--- src/hw/thmal_pkg.sv ---
// package of constants and types for the thermal alarm signalling block
package thmal_pkg;
    // ==========================================
    // synchroniser and reset values
    localparam int SYNC_STAGES = 2;
    localparam logic BIDIR_EN_RESET = 1'b0;
    localparam logic ALARM_N_IDLE = 1'b1;
    localparam logic INDICATOR_N_ACTIVE = 1'b0;
    localparam logic INDICATOR_N_INACTIVE = 1'b1;
    localparam logic SYNC_RESET = 1'b0;
    localparam logic DRIVE_RESET = 1'b0;
    localparam logic CONTROL_RESET = 1'b0;

    // ==========================================
    // processor power states seen by the indicator
    typedef enum logic [2:0] {
        THMAL_PST_HIGH_FREQ,
        THMAL_PST_MID_FREQ,
        THMAL_PST_LOW_FREQ,
        THMAL_PST_DEEP_SLEEP,
        THMAL_PST_DEEPER_SLEEP,
        THMAL_PST_TURBO,
        THMAL_PST_OTHER
    } thmal_pstate_type;

    // ==========================================
    // activation source of the thermal control circuit
    typedef enum logic [1:0] {
        THMAL_SRC_IDLE,
        THMAL_SRC_SENSOR,
        THMAL_SRC_EXTERNAL
    } thmal_src_type;
endpackage

--- src/hw/thmal_signalling.sv ---
// thermal alarm pin and power state indicator logic
`timescale 1ns/1ps
// ==========================================
// Overview of operation
// - sensor at max safe temperature drives alarm active and enables control circuit if allowed
// - in bidirectional mode an external alarm activates the control circuit if allowed
// - external activation lasts while the outside party holds the alarm, starting and ending three clocks after the pin level changes
// - after reset the pin is output only and outside levels are ignored
// - pin accepts external assertions only once firmware sets the bidirectional enable
module thmal_signalling (
    input wire logic sys_clk,
    input wire logic arst_n,
    input wire logic sensor_hot,
    input wire logic control_enable,
    input wire logic bidir_enable_set,
    input wire logic bidir_enable_clear,
    input wire thmal_pkg::thmal_pstate_type power_state,
    input wire logic thermal_alarm_n_in,
    output logic thermal_alarm_n_out,
    output logic thermal_alarm_n_oe,
    output logic thermal_control_circuit,
    output logic power_state_indicator_n,
    output logic bidir_enabled
);
    // ==========================================
    // state
    logic bidir_en;
    logic next_bidir_en;
    logic sync_meta;
    logic sync_ext;
    logic next_sync_meta;
    logic next_sync_ext;
    logic drive_alarm;
    logic next_drive_alarm;
    logic drive_dly1;
    logic drive_dly2;
    logic next_drive_dly1;
    logic next_drive_dly2;
    logic control_on;
    logic next_control_on;
    logic indicator_n;
    logic next_indicator_n;
    thmal_pkg::thmal_src_type src;
    thmal_pkg::thmal_src_type next_src;
    logic own_echo;
    logic ext_req;

    // power state decode, true for states with the indicator asserted
    function automatic logic indicator_state(input thmal_pkg::thmal_pstate_type st);
        case (st)
            thmal_pkg::THMAL_PST_HIGH_FREQ,
            thmal_pkg::THMAL_PST_MID_FREQ,
            thmal_pkg::THMAL_PST_LOW_FREQ,
            thmal_pkg::THMAL_PST_DEEP_SLEEP,
            thmal_pkg::THMAL_PST_DEEPER_SLEEP: indicator_state = 1'b1;
            default: indicator_state = 1'b0;
        endcase
    endfunction

    // ==========================================
    // bidirectional mode enable
    // firmware enable, set wins over clear, off after reset
    always_comb begin
        next_bidir_en = bidir_en;
        if (bidir_enable_clear) begin
            next_bidir_en = 1'b0;
        end
        if (bidir_enable_set) begin
            next_bidir_en = 1'b1;
        end
    end

    // mode register
    always_ff @(posedge sys_clk or negedge arst_n) begin
        if (!arst_n) begin
            bidir_en <= thmal_pkg::BIDIR_EN_RESET;
        end else begin
            bidir_en <= next_bidir_en;
        end
    end

    // ==========================================
    // external level synchroniser
    // the line also carries our own drive, so that drive is delayed alongside
    // the two stages; otherwise its echo would pass for an outside alarm
    always_comb begin
        next_sync_meta = ~thermal_alarm_n_in;
        next_sync_ext = sync_meta;
        next_drive_dly1 = drive_alarm;
        next_drive_dly2 = drive_dly1;
    end

    // synchroniser and echo delay registers
    always_ff @(posedge sys_clk or negedge arst_n) begin
        if (!arst_n) begin
            sync_meta <= thmal_pkg::SYNC_RESET;
            sync_ext <= thmal_pkg::SYNC_RESET;
            drive_dly1 <= thmal_pkg::DRIVE_RESET;
            drive_dly2 <= thmal_pkg::DRIVE_RESET;
        end else begin
            sync_meta <= next_sync_meta;
            sync_ext <= next_sync_ext;
            drive_dly1 <= next_drive_dly1;
            drive_dly2 <= next_drive_dly2;
        end
    end

    // own drive still visible somewhere in the synchroniser
    assign own_echo = drive_alarm || drive_dly1 || drive_dly2;
    // external request only in bidirectional mode, own echo masked
    // an outside pull that overlaps our own drive cannot be told apart
    assign ext_req = bidir_en && sync_ext && !own_echo;

    // ==========================================
    // alarm pin drive
    // pin drive follows the sensor
    always_comb begin
        next_drive_alarm = sensor_hot;
    end

    // pin drive register
    always_ff @(posedge sys_clk or negedge arst_n) begin
        if (!arst_n) begin
            drive_alarm <= thmal_pkg::DRIVE_RESET;
        end else begin
            drive_alarm <= next_drive_alarm;
        end
    end

    // open-drain style pin: drive low only when hot
    assign thermal_alarm_n_out = drive_alarm ? 1'b0 : thmal_pkg::ALARM_N_IDLE;
    assign thermal_alarm_n_oe = drive_alarm;

    // ==========================================
    // thermal control activation
    // sensor has priority, external request acts only while held
    always_comb begin
        next_control_on = 1'b0;
        next_src = thmal_pkg::THMAL_SRC_IDLE;
        if (control_enable && sensor_hot) begin
            next_control_on = 1'b1;
            next_src = thmal_pkg::THMAL_SRC_SENSOR;
        end else if (control_enable && ext_req) begin
            next_control_on = 1'b1;
            next_src = thmal_pkg::THMAL_SRC_EXTERNAL;
        end
    end

    // activation registers
    always_ff @(posedge sys_clk or negedge arst_n) begin
        if (!arst_n) begin
            control_on <= thmal_pkg::CONTROL_RESET;
            src <= thmal_pkg::THMAL_SRC_IDLE;
        end else begin
            control_on <= next_control_on;
            src <= next_src;
        end
    end

    // activation and mode outputs
    assign thermal_control_circuit = control_on;
    assign bidir_enabled = bidir_en;

    // ==========================================
    // power state indicator
    always_comb begin
        if (indicator_state(power_state)) begin
            next_indicator_n = thmal_pkg::INDICATOR_N_ACTIVE;
        end else begin
            next_indicator_n = thmal_pkg::INDICATOR_N_INACTIVE;
        end
    end

    // indicator register
    always_ff @(posedge sys_clk or negedge arst_n) begin
        if (!arst_n) begin
            indicator_n <= thmal_pkg::INDICATOR_N_INACTIVE;
        end else begin
            indicator_n <= next_indicator_n;
        end
    end

    // indicator output
    assign power_state_indicator_n = indicator_n;
endmodule

--- config.mk ---
export PLATFORM = sky130hd
export DESIGN_NAME = thmal_signalling
export DESIGN_NICKNAME = d
export VERILOG_FILES = /design/src/hw/thmal_pkg.sv /design/src/hw/thmal_signalling.sv
export SDC_FILE = /design/constraint.sdc
export NUM_CORES = 1
export LEC_CHECK = 0
export BUFFER_PORTS_ARGS = -buffer_cell sky130_fd_sc_hd__buf_2
export CORE_AREA = 2 2 39 41
export CTS_CLUSTER_DIAMETER = 200
export DETAILED_ROUTE_END_ITERATION = 8
export DIE_AREA = 0 0 41 43
export PLACE_DENSITY = 0.49
export SLEW_MARGIN = 10
export SYNTH_ARGS = -nofsm -noshare
export SYNTH_HDL_FRONTEND = slang
export SYNTH_SLANG_ARGS = --single-unit
--- constraint.sdc ---
create_clock -name sys_clk -period 1.36 [get_ports sys_clk]
set_clock_uncertainty 0.2 [all_clocks]
set_input_delay 0.204 -clock sys_clk [delete_from_list [all_inputs] [get_ports sys_clk]]
set_output_delay 0.204 -clock sys_clk [all_outputs]
set_load 0.05 [all_outputs]
==> Word level (Yosys, flattened, before mapping) <==
Index checks and enable logic that the tools add are counted.
{ "op_classes": {"n_reduce_logical": 10, "n_bitwise": 1, "muxes": 7, "n_eq_ne": 4} }
{ "op_table": {"columns": ["operator", "n"], "rows": [
  ["1-bit two-way mux", 7],
  ["3-bit by 2-bit == test with 1-bit output, second input constant", 2],
  ["5-bit OR reduction", 1],
  ["1-bit logical AND", 4],
  ["3-bit by 1-bit == test with 1-bit output, second input constant", 1],
  ["3-bit == test, second input constant", 1],
  ["3-bit logical NOT", 1],
  ["1-bit logical OR", 2],
  ["2-bit nonzero test", 1],
  ["1-bit logical NOT", 1],
  ["1-bit NOT", 1]
]} }
{ "word_totals": {"regBits": 8, "word_cells": 30, "inputBits": 10} }

==> Depth between registers and ports, before layout <==
{ "logic_depth": {"depth_word": 7, "mapped_depth": 2, "depth_no_buf": 2} }

==> Worst setup path after synthesis <==
Ideal clock, no wire load.
{ "synth_path": {"path_kind": "flip-flop to output port", "from": "reg drive_alarm (netlist: thermal_alarm_n_oe)", "to": "out thermal_alarm_n_out", "stages_incl_launch_ff": 2, "t_arrival_ns": 1.000, "path_slack_ns": -0.044, "path_buffers": 0, "required_time_ns": 0.956, "path_cell_list": "dfrtp_1 -> inv_1"} }
{ "synth_between": {"elab_chain_cells": 1} }
{ "synth_lines": {"columns": ["item", "line", "source"], "rows": [
  ["start: declaration", "thmal_signalling.sv:33", "logic drive_alarm;"],
  ["start signal: assignment", "thmal_signalling.sv:124", "drive_alarm <= thmal_pkg::DRIVE_RESET;"],
  ["start signal: assignment", "thmal_signalling.sv:126", "drive_alarm <= next_drive_alarm;"],
  ["1-bit two-way mux", "thmal_signalling.sv:131", "assign thermal_alarm_n_out = drive_alarm ? 1'b0 : thmal_pkg::ALARM_N_IDLE;"],
  ["end: declaration", "thmal_signalling.sv:19", "output logic thermal_alarm_n_out,"]
]} }
Every way passes these cells.

==> Worst setup path after layout <==
{ "layout_path": {"from": "reg drive_alarm (netlist: thermal_alarm_n_oe)", "to": "out thermal_alarm_n_oe"} }
{ "layout_rtl": {"columns": ["item", "line", "source"], "rows": [
  ["end: declaration", "thmal_signalling.sv:20", "output logic thermal_alarm_n_oe,"]
]} }
No word-level cell between the ends.

==> results.ini <==
[placement]
final_estimated_routing_congestion_in_global_placement=0.602
io_buffer_count=14

[synthesis]
syn-mean-instance-area_um2=15.2
synth_edf_count=0
synth_top_area_cell=dfrtp_1
ys.flop_type=dfrtp_1
netlist_area_um2=259
synth_top_cells_by_count=dfrtp_1, inv_1
synth_async_sr_flop_share_pct=100
syn-num-nets=27
postSynthCellCount=17
postSynthRegisterBits=8
yosys.cell_count.top_type=dfrtp_1
seq_area_frac_synth_pct=77.8
yosys-top-cells-area=dfrtp_1, dfstp_2, o41ai_2, inv_1, a21o_1
syn_warnings=0
synth_top_cell_area_share_pct=67.6
yosys.cell_types.count=8

[sta]
slew_headroom_pct=83.6
period_needed_ns=1.32
final_slew_viol_count=0
max_slew.worst_pin.slew_ns=0.248
hold_viol=0
setup_repair_after_global_routing_missed_its_margin=no
holdWs_ns=0.0202
fin_setup_tns_ns=0
finalSetupViolCount=0
period_share_pct=96.7
max_freq_mhz=760

[setup_path]
setup.worst_path.start_class=register
setup.worst_path.class=reg2out
cpMaxStageDelayCell=dfrtp_2
endpoint_required_time_on_the_critical_path_ns=0.96
cp_slowest_stage_delay_ns=0.39
crit_path_cell_trace=buf_2
cp.buffers_inverters=1
data_arrival_time_of_the_critical_path_ns=0.91
crit_path_max_fanout=4
worst_path_dominant_cell_family=flip-flops
critPathCaptureType=output port

[clocking]
clk_pin_slew_ns=0.06
cts_post_setup_buffers_inserted=0
clkLatencyLatePin_ns=0.25
cts-buffers-inserted=3
cts.sinks=8
cts_tree=built
cts_root_buffer=clkbuf_4
cts_max_path_buffers=2
cts_htree_levels=1

[cells_and_area]
syn2layout_area_growth_pct=81.2
antenna_cells_inserted=0
postLayoutCoreUtil_pct=33.9
finalNetCount=54
fillerInstances=131
drive_gt1_share_pct=46.5

[routing]
drt_drc_violations_left=0
dr_total_vias=216
average_wire_per_standard_cell_um=9.41
detail_route.vias_per_cell=3.66
detailedRoute.firstPassIterationCount=1
routed_wl_um=555
drt_first_iter_violations=0
drt.antenna.violating_nets=0

[floorplan]
core_area_mm2=0.00138
effective_utilization_at_floorplan_pct=18.7
boundaryPins=15
rows=14
dieWidth_um=41
die_y_um=43
floorplan.die_area_mm2=0.00176

[global_routing]
grt_first_pass_wirelength_um=841
grt_max_degree=9
antenna_found_initial=0
grt_overflow=0
first_global_vias=245
grt_use_total_pct=7.73

[power_and_ir_drop]
total_leakage_power_uw=0.000239
p_per_area_mw_per_mm2=1150
ir_drop_v=0.000478
power.total_uw=540

[hold_path]
hold_path.class=in2reg

[job]
drv.max_cap_violation_count=0

[outcome]
outcome=completed

per-stage QoR:
step / setup slack, ns / area [um^2] / instances
after floorplan: 0.0904 / 260 / 17
after global placement: 0.215 / 350 / 47
after detailed placement: 0.215 / 350 / 47
after CTS: 0.00499 / 462 / 59
after global routing: 0.00309 / 469 / 59
final: 0.0443 / 469 / 59
sequential cells by signal, summed over array words and instances (netlist names):
name,count
drive_dly1,1
power_state_indicator_n,1
next_sync_ext,1
bidir_enabled,1
sync_ext,1
thermal_alarm_n_oe,1
thermal_control_circuit,1
drive_dly2,1
power by group:
part | switching [uW] | internal (uW) | total [uW] | leakage [uW]
logic | 51.0 | 40.1 | 91.1 | 0.000132
registers | 6.59 | 253 | 260 | 0.0000913
clock network | 77.6 | 112 | 190 | 0.0000150
total | 135 | 405 | 540 | 0.000239
placed cells by master, fill, tap and decap left out, types with 2 or more instances in the layout:
master,synthesis,layout
buf_2,0,12
dlygate4sd3_1,0,8
dfrtp_1,7,6
inv_1,4,4
clkbuf_4,0,3
buf_6,0,2
cells by family after synthesis:
family / count (synthesis) / share of synthesized area [%]
DFF: 8 / 77.8
buffers and inverters: 4 / 5.80
and+or+nand+nor: 2 / 4.35
AOI/OAI and AO/OA: 3 / 12.1
final timing paths:
check                                         from                       to  slack (ns)  cells after the start
worst max-delay path            thermal_alarm_n_oe       thermal_alarm_n_oe        0.04                      1
worst max register to register  thermal_alarm_n_oe  thermal_control_circuit        0.31                      1
worst min-delay path            bidir_enable_clear            bidir_enabled        0.02                      3
max in group asynchronous                   arst_n  power_state_indicator_n        0.59                      2
worst min register to register       next_sync_ext                 sync_ext        0.15                      0
min in group asynchronous                   arst_n  thermal_control_circuit        0.12                      2
cell type report:
cell class              count  area, um^2  share of cell area [%]
well taps                  16        20.0                    4.27
clock buffers               4        26.3                    5.60
repair buffers             22         163                    34.7
flip-flops and latches      8         203                    43.2
multi-input cells           5        42.5                    9.07
inverters                   4        15.0                    3.20
per-layer routing:
layer | vias up | share of wire, % | global-route usage, %
li1 | 106 | - | -
met1 | 95 | 41 | 6.38
met2 | 15 | 51 | 12.2
met3 | 0 | 8.5 | 6.28
met4 | 0 | 0 | 4.00
met5 | - | 0 | 0
repair_timing:
action	4_1_cts	5_1_grt
hold buffers	8	0
endpoints found under the hold margin	13	0
setup endpoints to repair	2	2
gates resized for setup	2	2
No activity file was read; power rests on OpenSTA's default activity.
